`config.mk`:
```
export PLATFORM = sky130hd
export DESIGN_NAME = ppo_top
export DESIGN_NICKNAME = d
export VERILOG_FILES = /design/src/hdl/ppo_pkg.sv /design/src/hdl/ppo_top.sv
export VERILOG_INCLUDE_DIRS = /design/src /design/src/hdl
export SDC_FILE = /design/constraint.sdc
export NUM_CORES = 1
export LEC_CHECK = 0
export BUFFER_PORTS_ARGS = -buffer_cell sky130_fd_sc_hd__buf_2
export CAP_MARGIN = 20
export CORE_MARGIN = 2
export CORE_UTILIZATION = 50
export CTS_CLUSTER_SIZE = 16
export DETAILED_ROUTE_END_ITERATION = 6
export PLACE_DENSITY_LB_ADDON = 0.15
export SLEW_MARGIN = 20
export SYNTH_ARGS = -nofsm -noshare
export SYNTH_HDL_FRONTEND = slang
export SYNTH_SLANG_ARGS = --single-unit
```
`constraint.sdc`:
```
create_clock -name mclk -period 2 [get_ports mclk]
set_clock_uncertainty 0.1 [all_clocks]
set_input_delay 0.1 -clock mclk [delete_from_list [all_inputs] [get_ports mclk]]
set_output_delay 0.1 -clock mclk [all_outputs]
set_load 0.02 [all_outputs]
```
`src/hdl/ppo_defines.svh`:
```
// Purpose: Offsets, field positions, reset values of the pulse pattern output block
// Assumes: 32-bit Avalon-MM word addressing in bytes
// Notes:   Included by the package and the top module
`ifndef PPO_DEFINES_SVH
`define PPO_DEFINES_SVH

`define PPO_ADDR_W          6
`define PPO_OFS_TRIG_SEL    6'h00
`define PPO_OFS_OUT_MODE    6'h04
`define PPO_OFS_NEXT_HI     6'h08
`define PPO_OFS_NEXT_HI_UP  6'h0c
`define PPO_OFS_NEXT_LO     6'h10
`define PPO_OFS_NEXT_LO_UP  6'h14
`define PPO_OFS_OUT_BITS    6'h18
`define PPO_OFS_NEXT_EN     6'h1c
`define PPO_OFS_PORT_DIR    6'h20

`define PPO_RST_TRIG_SEL    8'hff
`define PPO_RST_OUT_MODE    8'hf0
`define PPO_RST_PATTERN     16'h0000
`define PPO_POL_POS         4
`define PPO_NIB_FILL        4'hf
`define PPO_BYTE_FILL       8'hff

`endif

```
`src/hdl/ppo_pkg.sv`:
```
// Purpose: Types shared by the pulse pattern output block
// Assumes: ppo_defines.svh supplies the constants
// Notes:   Bus request travels as one packed struct
`include "ppo_defines.svh"
package ppo_pkg;
  typedef struct packed {
    logic                   read;
    logic                   write;
    logic [`PPO_ADDR_W-1:0] address;
    logic [3:0]             byteenable;
    logic [31:0]            writedata;
  } ppo_avl_req_t;

  typedef enum logic [0:0] {PPO_BUS_IDLE, PPO_BUS_ACK} ppo_bus_st_t;
endpackage : ppo_pkg

```
`src/hdl/ppo_top.sv`:
```
// Purpose: 16-bit programmable pulse pattern output, four 4-bit groups
// Assumes: Compare-match pulses come from logic on mclk, one cycle wide
// Notes:   Registers over Avalon-MM, one wait state on every access
//          Map: 00 trigger select, 04 output mode (7:4 polarity, 3:0 overlap)
//          08/0c next bits of groups 2 and 3, 10/14 next bits of groups 0 and 1
//          18 output bits, 1c next enable, 20 port direction (15:8 port1)
//          A pair with equal triggers shares the lower address of its two;
//          the upper one then reads all ones and drops writes
//          Only byte lane 0 enables a write; unmapped words read zero
//          Transfers run whether or not a pin is enabled, so software can
//          preload a pattern before turning the pins on
//
// How it works
// - Two-bit field picks timer channel 0..3
// - Polarity bit: 0 inverted, 1 direct
// - Inverted: output bit 1 drives pin low
// - Overlap bit: 0 match A, 1 A or B
// - Pin active only when direction and enable set
// - Before trigger, pins show held output bits
// - Normal mode: selected match copies next into output
// - Non-overlap: match A copies every next bit
// - Non-overlap: match B copies only zero bits
// - Split triggers: unused nibble reads ones, ignores writes
//
// Local design decisions: the register offsets and register access over Avalon-MM.
`include "ppo_defines.svh"
`timescale 1ns/10ps
`default_nettype none
module ppo_top
  import ppo_pkg::*;
#(
  parameter int GROUPS = 4
) (
  // Clock and reset
  input  wire logic             mclk,
  input  wire logic             rst,
  // Avalon-MM slave
  input  wire ppo_avl_req_t     avl_req,
  output logic [31:0]           avl_readdata,
  output logic                  avl_waitrequest,
  // Timer compare-match pulses, one bit per channel
  input  wire logic [3:0]       cm_a,
  input  wire logic [3:0]       cm_b,
  // Pulse output pins
  output logic [4*GROUPS-1:0]   pulse_out,
  output logic [4*GROUPS-1:0]   pulse_oe_n
);

  localparam int W = 4 * GROUPS;

  // Bus handshake
  ppo_bus_st_t     bus_st_reg, bus_st_next;
  logic [31:0]     rdata_reg, rdata_next;

  // Software registers and output bits
  logic [7:0]      trig_sel_reg, trig_sel_next;
  logic [7:0]      out_mode_reg, out_mode_next;
  logic [W-1:0]    next_bits_reg, next_bits_next;
  logic [W-1:0]    out_bits_reg, out_bits_next;
  logic [W-1:0]    next_en_reg, next_en_next;
  logic [W-1:0]    port_dir_reg, port_dir_next;

  // Timer capture and pin stage
  logic [3:0]      cm_a_reg, cm_a_next;
  logic [3:0]      cm_b_reg, cm_b_next;
  logic [W-1:0]    pins_reg, pins_next;
  logic [W-1:0]    oe_n_reg, oe_n_next;

  // Per-group results and decode
  logic [W-1:0]    xfer_bits;
  logic [W-1:0]    xfer_mask;
  logic            split_hi;
  logic            split_lo;
  logic            wr_take;
  logic            req;

  // Pairs sharing a byte address split when their triggers differ
  assign split_hi = trig_sel_reg[7:6] != trig_sel_reg[5:4];
  assign split_lo = trig_sel_reg[3:2] != trig_sel_reg[1:0];

  // Waitrequest drops in the cycle after a request is first seen, so
  // every access costs exactly one wait state; read data is registered
  // then and stands until the next access replaces it
  assign req             = avl_req.read | avl_req.write;
  assign avl_waitrequest = req & (bus_st_reg != PPO_BUS_ACK);
  assign avl_readdata    = rdata_reg;
  assign wr_take         = avl_req.write & (bus_st_reg == PPO_BUS_ACK) & avl_req.byteenable[0];
  assign pulse_out       = pins_reg;
  assign pulse_oe_n      = oe_n_reg;

  // Per-group trigger pick and transfer mask
  genvar g;
  generate
    for (g = 0; g < GROUPS; g++) begin : g_grp
      logic [1:0] sel;
      logic       ev_a;
      logic       ev_b;
      logic       nov;
      logic       pol;
      logic [3:0] nib_next;
      logic [3:0] nib_out;
      logic [3:0] mask;
      logic [3:0] lvl;
      logic [3:0] live;
      logic [3:0] pin_lvl;
      logic [3:0] oe_lvl;
      assign sel      = trig_sel_reg[2*g+1:2*g];
      assign ev_a     = cm_a_reg[sel];
      assign ev_b     = cm_b_reg[sel];
      assign nov      = out_mode_reg[g];
      assign pol      = out_mode_reg[`PPO_POL_POS+g];
      assign nib_next = next_bits_reg[4*g+3:4*g];
      assign nib_out  = out_bits_reg[4*g+3:4*g];
      assign live     = port_dir_reg[4*g+3:4*g] & next_en_reg[4*g+3:4*g];
      // Match A wins over a same-cycle match B: a full copy covers both
      always_comb begin
        if (ev_a) begin
          mask = 4'hf;
        end else if (nov && ev_b) begin
          mask = ~nib_next;
        end else begin
          mask = 4'h0;
        end
      end
      always_comb begin
        if (pol) begin
          lvl = nib_out;
        end else begin
          lvl = ~nib_out;
        end
      end
      // Disabled pins sit low with the enable off, never half driven
      assign pin_lvl = lvl & live;
      assign oe_lvl  = ~live;
      assign xfer_bits[4*g+3:4*g] = nib_next;
      assign xfer_mask[4*g+3:4*g] = mask;
      assign pins_next[4*g+3:4*g] = pin_lvl;
      assign oe_n_next[4*g+3:4*g] = oe_lvl;
    end
  endgenerate

  // Bus handshake and read mux
  always_comb begin
    bus_st_next = bus_st_reg;
    rdata_next  = rdata_reg;
    case (bus_st_reg)
      PPO_BUS_IDLE: begin
        if (req) begin
          bus_st_next = PPO_BUS_ACK;
          rdata_next  = 32'h0000_0000;
          case (avl_req.address)
            `PPO_OFS_TRIG_SEL: rdata_next[7:0] = trig_sel_reg;
            `PPO_OFS_OUT_MODE: rdata_next[7:0] = out_mode_reg;
            `PPO_OFS_NEXT_HI: begin
              if (split_hi) begin
                rdata_next[7:0] = {`PPO_NIB_FILL, next_bits_reg[11:8]};
              end else begin
                rdata_next[7:0] = next_bits_reg[15:8];
              end
            end
            `PPO_OFS_NEXT_HI_UP: begin
              if (split_hi) begin
                rdata_next[7:0] = {next_bits_reg[15:12], `PPO_NIB_FILL};
              end else begin
                rdata_next[7:0] = `PPO_BYTE_FILL;
              end
            end
            `PPO_OFS_NEXT_LO: begin
              if (split_lo) begin
                rdata_next[7:0] = {`PPO_NIB_FILL, next_bits_reg[3:0]};
              end else begin
                rdata_next[7:0] = next_bits_reg[7:0];
              end
            end
            `PPO_OFS_NEXT_LO_UP: begin
              if (split_lo) begin
                rdata_next[7:0] = {next_bits_reg[7:4], `PPO_NIB_FILL};
              end else begin
                rdata_next[7:0] = `PPO_BYTE_FILL;
              end
            end
            `PPO_OFS_OUT_BITS: rdata_next[W-1:0] = out_bits_reg;
            `PPO_OFS_NEXT_EN:  rdata_next[W-1:0] = next_en_reg;
            `PPO_OFS_PORT_DIR: rdata_next[W-1:0] = port_dir_reg;
            default:           rdata_next = 32'h0000_0000;
          endcase
        end
      end
      PPO_BUS_ACK: begin
        bus_st_next = PPO_BUS_IDLE;
      end
      default: begin
        bus_st_next = PPO_BUS_IDLE;
      end
    endcase
  end

  // Register writes and pattern transfer
  always_comb begin
    trig_sel_next  = trig_sel_reg;
    out_mode_next  = out_mode_reg;
    next_bits_next = next_bits_reg;
    next_en_next   = next_en_reg;
    port_dir_next  = port_dir_reg;
    out_bits_next  = out_bits_reg;
    // A write lands at the edge that closes the acknowledge cycle
    if (wr_take) begin
      case (avl_req.address)
        `PPO_OFS_TRIG_SEL: trig_sel_next = avl_req.writedata[7:0];
        `PPO_OFS_OUT_MODE: out_mode_next = avl_req.writedata[7:0];
        `PPO_OFS_NEXT_HI: begin
          if (split_hi) begin
            next_bits_next[11:8] = avl_req.writedata[3:0];
          end else begin
            next_bits_next[15:8] = avl_req.writedata[7:0];
          end
        end
        `PPO_OFS_NEXT_HI_UP: begin
          if (split_hi) begin
            next_bits_next[15:12] = avl_req.writedata[7:4];
          end
        end
        `PPO_OFS_NEXT_LO: begin
          if (split_lo) begin
            next_bits_next[3:0] = avl_req.writedata[3:0];
          end else begin
            next_bits_next[7:0] = avl_req.writedata[7:0];
          end
        end
        `PPO_OFS_NEXT_LO_UP: begin
          if (split_lo) begin
            next_bits_next[7:4] = avl_req.writedata[7:4];
          end
        end
        `PPO_OFS_OUT_BITS: out_bits_next = avl_req.writedata[W-1:0];
        `PPO_OFS_NEXT_EN:  next_en_next  = avl_req.writedata[W-1:0];
        `PPO_OFS_PORT_DIR: port_dir_next = avl_req.writedata[W-1:0];
        default: begin
        end
      endcase
    end
    // Transfer beats a same-cycle software write so no match is lost;
    // transfer takes next bits as they stood before this cycle's write
    out_bits_next = (out_bits_next & ~xfer_mask) | (xfer_bits & xfer_mask);
  end

  // Bus state
  always_ff @(posedge mclk) begin
    if (rst) begin
      bus_st_reg <= PPO_BUS_IDLE;
      rdata_reg  <= 32'h0000_0000;
    end else begin
      bus_st_reg <= bus_st_next;
      rdata_reg  <= rdata_next;
    end
  end

  // Software registers and output bits
  always_ff @(posedge mclk) begin
    if (rst) begin
      trig_sel_reg  <= `PPO_RST_TRIG_SEL;
      out_mode_reg  <= `PPO_RST_OUT_MODE;
      next_bits_reg <= `PPO_RST_PATTERN;
      out_bits_reg  <= `PPO_RST_PATTERN;
      next_en_reg   <= `PPO_RST_PATTERN;
      port_dir_reg  <= `PPO_RST_PATTERN;
    end else begin
      trig_sel_reg  <= trig_sel_next;
      out_mode_reg  <= out_mode_next;
      next_bits_reg <= next_bits_next;
      out_bits_reg  <= out_bits_next;
      next_en_reg   <= next_en_next;
      port_dir_reg  <= port_dir_next;
    end
  end

  // One register stage keeps the pulses off the select mux; this is
  // why every transfer lands one cycle after its match
  always_comb begin
    cm_a_next = cm_a;
    cm_b_next = cm_b;
  end
  always_ff @(posedge mclk) begin
    if (rst) begin
      cm_a_reg <= 4'h0;
      cm_b_reg <= 4'h0;
    end else begin
      cm_a_reg <= cm_a_next;
      cm_b_reg <= cm_b_next;
    end
  end

  // Pin stage
  always_ff @(posedge mclk) begin
    if (rst) begin
      pins_reg <= `PPO_RST_PATTERN;
      oe_n_reg <= ~`PPO_RST_PATTERN;
    end else begin
      pins_reg <= pins_next;
      oe_n_reg <= oe_n_next;
    end
  end

endmodule : ppo_top
`default_nettype wire

```
* Word level (Yosys, flattened, before mapping)
Cells that the tools add are included.
** Cells by class
- Order comparisons :: 4
- Equality and inequality tests :: 14
- Mux-type cells :: 44
- Bitwise gates (word level) :: 29
- Reductions and logical operators :: 16
** Operators by type and width (number)
- 8-bit case mux with 9 select lines :: 1
- 4-bit 2-to-1 mux :: 16
- 4-bit NOT :: 12
- 16-bit bitwise AND :: 2
- 4-bit bitwise AND :: 8
- 16-bit 2-to-1 mux :: 2
- 8-bit 2-to-1 mux :: 4
- 6-bit by 5-bit == test with 1-bit output, second input constant :: 4
- 8-bit case mux with 3 select lines :: 1
- 1-bit binary-select mux with 2-bit select :: 8
- 16-bit NOT :: 1
- 16-bit OR :: 1
- 4-bit case mux with 2 select lines :: 2
- 2-bit AND reduction :: 7
- 6-bit by 4-bit == test with 1-bit output, second input constant :: 2
- 2-bit by 3-bit < comparator with 1-bit output, second input constant :: 4
- 1-bit 2-to-1 mux :: 9
- 2-bit != test, second input constant :: 4
- 4-bit AND reduction :: 2
- 6-bit by 3-bit == test with 1-bit output, second input constant :: 1
- 6-bit == test, second input constant :: 1
- 6-bit logical NOT :: 1
- 1-bit logical AND :: 4
- 2-bit != test :: 2
- 5 further kinds :: 8
** Storage, ports and cells
- Register bits :: 137
- Input port bits :: 54
- Output and inout port bits :: 65
- Logic and storage cells :: 122

* Logic depth before layout (Yosys ltp)
Gate-level depths: netlist of run 1.
- Word-level depth :: 8
- Depth in mapped cells :: 9
- Depth with buffers taken out :: 6

* Least setup slack after synthesis of run 1
No wires, ideal clock.
- Path kind :: register -> register
- Start point :: reg trig_sel_reg[6]
- End point :: reg rdata_reg[6], in the netlist avl_readdata[6]
- Setup time :: 0.149 ns
- Arrival time :: 1.741 ns
- Data required time :: 1.751 ns
- Slack :: 0.010 ns
- Cell stages (with the launch flop) :: 7
- Buffers on the path :: 1
- Period minus slack after synthesis :: 1.990 ns
- Cells stage by stage :: dfxtp_1 > clkbuf_1 > xor2_1 > or4_1 > o211a_1 > a221oi_1 > o221ai_1
** Between the ends
- Word-level cells in the longest chain between the ends :: 3
- Elaborated cells on any way between the ends :: 4
- Classes of those cells :: eq/ne: 1; mux: 3
** RTL lines
- start: declaration :: line ppo_top.sv:56 : logic [7:0] trig_sel_reg, trig_sel_next;
- start signal: assignment :: line ppo_top.sv:261 : trig_sel_reg <= `PPO_RST_TRIG_SEL;
- start signal: assignment :: line ppo_top.sv:268 : trig_sel_reg <= trig_sel_next;
- 2-bit != test :: line ppo_top.sv:78 : assign split_hi = trig_sel_reg[7:6] != trig_sel_reg[5:4];
- 8-bit 2-to-1 mux, on equally long branches :: line ppo_top.sv:162, ppo_top.sv:155
- 8-bit case mux with 9 select lines * :: line ppo_top.sv:151 : case (avl_req.address)
- end signal: assignment :: line ppo_top.sv:254 : rdata_reg <= rdata_next;
- end: declaration :: line ppo_top.sv:53 : logic [31:0] rdata_reg, rdata_next;
Mark *: on every way between the ends. The rest lies on a longest branch, timed or not.
A chain may end at the register's enable or synchronous reset.

* Worst setup path after layout of run 1
- Start point :: reg bus_st_reg
- End point :: out avl_waitrequest
** Between the ends
- Word-level cells in the longest chain between the ends :: 2
** RTL lines
- start: declaration :: line ppo_top.sv:52 : ppo_bus_st_t bus_st_reg, bus_st_next;
- start signal: assignment :: line ppo_top.sv:253 : bus_st_reg <= bus_st_next;
- 1-bit NOT
- 1-bit bitwise AND :: line ppo_top.sv:85 : assign avl_waitrequest = req & (bus_st_reg != PPO_BUS_ACK);
- end: declaration :: line ppo_top.sv:40 : output logic avl_waitrequest,
Every way passes these cells.

==> results.sh, run 1 <==
export IMPL_clk_latency_ns=0.42
export IMPL_grt_pass1_wl_um=26650
export IMPL_drtIter0Drc=498
export IMPL_h_tree_depth=4
export IMPL_core_um2=11910
export IMPL_min_delay_path_depth=5
export IMPL_power_leakage_nw=3.183
export IMPL_start_util=0.5066
export IMPL_layout_area_overhead_vs_synth_pct=27.58
export IMPL_grt_pass1_vias=5178
export IMPL_cp_end_kind="output port"
export IMPL_postRouteAntennaNets=0
export IMPL_num_antenna_cells=0
export IMPL_fin_ws_ns=0.06797
export IMPL_cts_made_buffers=17
export IMPL_placed_cells=912
export IMPL_async_flop_share=0
export IMPL_post_route_min_period_ns=1.932
export IMPL_yosysWarningCount=0
export IMPL_cpPeakStageDelay_ns=0.36
export IMPL_worst_setup_path_start_kind="flip-flop"
export IMPL_cp_arrival_ns=1.73
export IMPL_setup_viol=0
export IMPL_cts_buffer_depth=2
export IMPL_rsz0062_at_grt="false"
export IMPL_r2r_cells=7
export IMPL_root_buffer="clkbuf_16"
export IMPL_placedInstanceArea_um2=6740
export IMPL_final_common_cell="nand2_1"
export IMPL_synth_cells=684
export IMPL_fin_crit_sh=0.9660
export IMPL_worst_path_max_fanout=13
export IMPL_hold_viol=0
export IMPL_fin_cells=969
export IMPL_track_usage=0.2702
export IMPL_dieArea_um2=12960
export IMPL_crit_required_ns=1.80
export IMPL_crit_type="reg2out"
export IMPL_fp_dieW_um=113.9
export IMPL_ys_seq_elements=137
export IMPL_fmax_mhz=517.6
export IMPL_preCtsSetupSlack_ns=0.04257
export IMPL_yosysUniqueCellTypes=53
export IMPL_yosysSeqAreaShare=0.4545
export IMPL_nets=863
export IMPL_outcome="completed"
export IMPL_tritoncts="done"
export IMPL_fin_area_um2=7699
export IMPL_dr_total_vias=5405
export IMPL_synthAdderAreaFrac=0
export IMPL_holdWs_ns=0.05419
export IMPL_pwr_density_cell_nw_per_um2=896.6
export IMPL_crit_family="buffers and inverters"
export IMPL_post_route_cells_drive_above_1_share=0.2421
export IMPL_worst_path_stages=4
export IMPL_max_cap_violations=0
export IMPL_synthMuxAreaShare=0.09704
export IMPL_yosys_most_used_dff="dfxtp_1"
export IMPL_fill_cells=1006
export IMPL_critPathBufInv=3
export IMPL_layout_common_cells="140 x nand2_1, 135 x dfxtp_1, 83 x buf_2"
export IMPL_maxSlewViolCount=0
export IMPL_irDropWorstVdd_v=0.0004947
export IMPL_wl_per_cell_um=17.83
export IMPL_row_count=40
export IMPL_antenna_found_initial=0
export IMPL_worstMarginPinSlew_ns=0.5374
export IMPL_clkTransAtPathRegs_ns=0.06
export IMPL_synth_edff_count=0
export IMPL_wirelength_um=17270
export IMPL_cp_cell_sequence="or2_2 > clkinvlp_4 > buf_4 > buf_2"
export IMPL_syn_area_per_cell_um2=8.822
export IMPL_drt_pass1_iter_count=5
export IMPL_synthSimpleGateAreaFrac=0.2337
export IMPL_grt_max_degree=70
export IMPL_place_congestion=0.9066
export IMPL_tns_ns=0
export IMPL_gr_total_overflow=0
export IMPL_cts_sinks=137
export IMPL_synth_compound_area_share=0.1261
export IMPL_critPathSlowestCell="or2_2"
export IMPL_die_h_um=113.9
export IMPL_ios=119
export IMPL_slew_headroom=0.6401
export IMPL_portBuffers=83
export IMPL_synth_xor_area_frac=0.03048
export IMPL_synthesis_area_um2=6035
export IMPL_worstHoldPathType="in2reg"
export IMPL_drc=0
export IMPL_via_per_inst=5.578
export IMPL_synth_top_family_by_area="simple AND/OR/NAND/NOR gates"
export IMPL_dp_hpwl_um=12270
synthesized netlist by cell type, drive strengths merged, types with 4 or more instances:
cell type | n | share of area
inv | 4 | 0.0025
dfxtp | 137 | 0.45
a22o | 4 | 0.0058
a21oi | 46 | 0.039
mux4 | 4 | 0.015
a22oi | 4 | 0.0050
nand3 | 14 | 0.012
buf | 33 | 0.036
mux2i | 27 | 0.045
and3 | 4 | 0.0041
a31oi | 4 | 0.0041
mux2 | 20 | 0.037
nand3b | 28 | 0.035
nor2 | 62 | 0.039
a21boi | 4 | 0.0050
nor2b | 8 | 0.0083
or4 | 4 | 0.0056
nand2 | 140 | 0.087
xor2 | 21 | 0.030
nand2b | 6 | 0.0062
nor3 | 17 | 0.017
clkbuf | 30 | 0.019
o21ai | 4 | 0.0033
a311oi | 16 | 0.023
and2 | 4 | 0.0041
a221oi | 11 | 0.016
worst min-delay path, stage by stage:
cell	delay (ns)
buf_2	0.12
nor3_1	0.09
nand2_1	0.07
a21o_1	0.10
a41oi_1	0.03
area by class of cell:
type	instances	area, um2	share of cell area
Clock inverter	11	215.2	0.02795
Tap cell	147	183.9	0.02389
Multi-Input combinational cell	495	3019	0.3922
Timing Repair Buffer	154	1046	0.1359
Clock buffer	21	470.5	0.06111
Inverter	4	18.77	0.002438
Sequential cell	137	2745	0.3566
final timing paths:
path              startpoint               to  slack [ns]
min              avl_req[37]  avl_readdata[4]        0.05
max reg2reg  trig_sel_reg[5]        flip-flop        0.10
max               bus_st_reg  avl_waitrequest        0.07
min reg2reg  next_en_reg[12]   pulse_oe_n[12]        0.34
where the power goes:
| part | internal (W) | switching (W) |
|---|---|---|
| combinational | 0.000207 | 0.000291 |
| clock | 0.00244 | 0.00115 |
| sequential | 0.00277 | 0.0000384 |
| total | 0.00542 | 0.00148 |
per-layer routing:
metal	vias up	global-route usage	share of wire
met5	-	0	0
met4	0	0.1228	0.034
met1	2563	0.3388	0.43
met3	36	0.05632	0.061
li1	2596	-	-
met2	210	0.4491	0.48
cell families after synthesis:
| kind of cell | Yosys count |
|---|---|
| flip-flops | 137 |
| XOR/XNOR | 21 |
| AND/OR/NAND/NOR | 297 |
| other | 1 |
| buffers and inverters | 67 |
| multiplexers | 51 |
| AO/OA/AOI/OAI | 110 |
through the flow:
stage                     total power (W)  utilization
after floorplan                  0.003153            -
after global placement           0.003306       0.5659
after detailed placement         0.003317       0.5659
after CTS                        0.006923       0.6445
after global routing             0.007081       0.6463
final                            0.006903       0.6463
what timing repair did:
action                     in CTS  in global routing
hold buffers                   24                  0
gates resized for setup         1                  5
setup buffers                   1                  0
setup endpoints to repair       1                 10
hold endpoints to repair       88                  0
Note: power is estimated with default switching activity, not from simulation.
==> inputs of run 2 (changes only) <==
--- a/config.mk
+++ b/config.mk
@@ -9,7 +9,8 @@
 export BUFFER_PORTS_ARGS = -buffer_cell sky130_fd_sc_hd__buf_2
 export CAP_MARGIN = 20
 export CORE_MARGIN = 2
-export CORE_UTILIZATION = 50
+export CORE_UTILIZATION = 52
+export CTS_BUF_LIST = sky130_fd_sc_hd__clkbuf_2 sky130_fd_sc_hd__clkbuf_4 sky130_fd_sc_hd__clkbuf_8
 export CTS_CLUSTER_SIZE = 16
 export DETAILED_ROUTE_END_ITERATION = 6
 export PLACE_DENSITY_LB_ADDON = 0.15
==> run 2 against run 1 <==
  * First-iteration DRC count rose by 7.6%
  * Non-clock buffer count fell by 1
  * Sequential power barely moved
  * Critical path depth did not move
  * Flip-flop and latch count did not move
  * Total power fell by 17%
  * Hold slack got worse by 0.011 ns
==> results.sh, run 2 (synthesized netlist as in run 1, its figures left out) <==
export IMPL_grt_pass1_wl_um=26720
export IMPL_worst_setup_path_start_kind="flip-flop"
export IMPL_clk_latency_ns=0.46
export IMPL_ios=119
export IMPL_dp_hpwl_um=12130
export IMPL_crit_required_ns=1.80
export IMPL_die_h_um=111.7
export IMPL_gr_total_overflow=0
export IMPL_holdWs_ns=0.04354
export IMPL_cp_cell_sequence="or2_4 > clkinvlp_4 > buf_4 > buf_2"
export IMPL_fill_cells=957
export IMPL_preCtsSetupSlack_ns=-0.1175
export IMPL_tritoncts="done"
export IMPL_num_antenna_cells=0
export IMPL_dieArea_um2=12480
export IMPL_drc=0
export IMPL_clkTransAtPathRegs_ns=0.07
export IMPL_maxSlewViolCount=0
export IMPL_fp_dieW_um=111.7
export IMPL_start_util=0.5308
export IMPL_fin_crit_sh=0.9629
export IMPL_final_common_cell="nand2_1"
export IMPL_setup_viol=0
export IMPL_slew_headroom=0.5375
export IMPL_h_tree_depth=4
export IMPL_place_congestion=0.9791
export IMPL_cp_end_kind="output port"
export IMPL_fin_ws_ns=0.07418
export IMPL_switchingPower_w=0.001336
export IMPL_crit_type="reg2out"
export IMPL_drtIter0Drc=536
export IMPL_post_route_min_period_ns=1.926
export IMPL_rsz0062_at_grt="false"
export IMPL_cts_buffer_depth=2
export IMPL_placed_cells=907
export IMPL_postRouteAntennaNets=0
export IMPL_portBuffers=83
export IMPL_power_leakage_nw=3.048
export IMPL_root_buffer="clkbuf_8"
export IMPL_row_count=39
export IMPL_cts_made_buffers=17
export IMPL_post_route_cells_drive_above_1_share=0.2427
export IMPL_fin_cells=963
export IMPL_worstMarginPinSlew_ns=0.6875
export IMPL_power_frac_seq=0.493
export IMPL_fmax_mhz=519.3
export IMPL_outcome="completed"
export IMPL_critPathSlowestCell="dfxtp_1"
export IMPL_nets=862
export IMPL_worst_path_max_fanout=13
export IMPL_p_clk_frac=0.423
export IMPL_cpPeakStageDelay_ns=0.35
export IMPL_layout_area_overhead_vs_synth_pct=22.87
export IMPL_grt_max_degree=38
export IMPL_dr_total_vias=5423
export IMPL_hold_viol=0
export IMPL_layout_common_cells="140 x nand2_1, 134 x dfxtp_1, 83 x buf_2"
export IMPL_p_comb_frac=0.084
export IMPL_p_int_w=0.004367
export IMPL_cts_sinks=137
export IMPL_pwr_density_cell_nw_per_um2=769.2
export IMPL_core_um2=11370
export IMPL_antenna_found_initial=0
export IMPL_wirelength_um=16870
export IMPL_max_cap_violations=0
export IMPL_cp_arrival_ns=1.73
export IMPL_drt_pass1_iter_count=5
export IMPL_swShare=0.2343
export IMPL_wl_per_cell_um=17.52
export IMPL_via_per_inst=5.631
export IMPL_grt_pass1_vias=5128
export IMPL_irDropWorstVdd_v=0.0005444
export IMPL_track_usage=0.2766
export IMPL_worstHoldPathType="in2reg"
-- run 2: cell count changes in the layout (fill, tap and decap cells not counted), moves of 2 or more --
cell / delta
clkbuf_8: +18
clkbuf_16: -17
buf_12: -2
bufinv_16: -3
clkbuf_4: +3
-- run 2: area by class of cell --
| cell class | count | area, um2 | share of cell area |
|---|---|---|---|
| well taps | 143 | 178.9 | 0.02413 |
| repair buffers | 153 | 1016 | 0.1370 |
| clock inverters | 7 | 115.1 | 0.01552 |
| flip-flops and latches | 137 | 2746 | 0.3704 |
| clock buffers | 24 | 311.5 | 0.04202 |
| multi-input cells | 495 | 3028 | 0.4084 |
| inverters | 4 | 18.77 | 0.002531 |
-- run 2: path summary, 6_finish.rpt --
kind	slack (ns)	cells past startpoint	start	endpoint
max	0.07	4	bus_st_reg	avl_waitrequest
max reg2reg	0.11	5	trig_sel_reg[4]	avl_readdata[7]
min reg2reg	0.35	1	next_en_reg[12]	pulse_oe_n[12]
min	0.04	5	avl_req[36]	avl_readdata[4]
-- run 2: per-layer routing --
layer	routed length [um]	global-route usage	part of all wire	up-vias
li1	-	-	-	2597
met1	7335	0.3568	0.43	2560
met4	485	0.1317	0.029	0
met5	0	0	0	-
met3	1094	0.05280	0.065	42
met2	7952	0.4485	0.47	224
-- run 2: repair_timing --
action,in CTS,in global routing
endpoints found under the hold margin,88,0
buffers inserted,0,0
gates resized for setup,2,8
gates cloned,0,0
setup endpoints to repair,1,11
hold buffers,25,0
-- run 2: power groups by stage --
stage	Sequential (W)	Combinational, W	Clock, W
final	0.00281	0.000481	0.00241
after global routing	0.00281	0.000517	0.00256
after CTS	0.00281	0.000472	0.00243
after detailed placement	0.00287	0.000430	0
after global placement	0.00287	0.000422	0
after floorplan	0.00287	0.000279	0
-- run 2: worst max-delay path, delay by kind of cell, from the launching register on --
kind	cells	cell delay, ns
buffers and inverters	3	0.65
flip-flops	1	0.35
AND/OR/NAND/NOR	1	0.26
-- run 2: per-stage QoR --
step           power (W)  setup TNS, ns  utilization  instance area (um2)
6_report        0.005703              0       0.6521                 7415
5_1_grt         0.005886              0       0.6521                 7415
4_1_cts         0.005713              0       0.6496                 7386
3_5_place_dp    0.003300        -0.3294       0.5895                 6703
3_3_place_gp    0.003291        -0.2124       0.5895                 6703
2_1_floorplan   0.003153              0            -                 6091
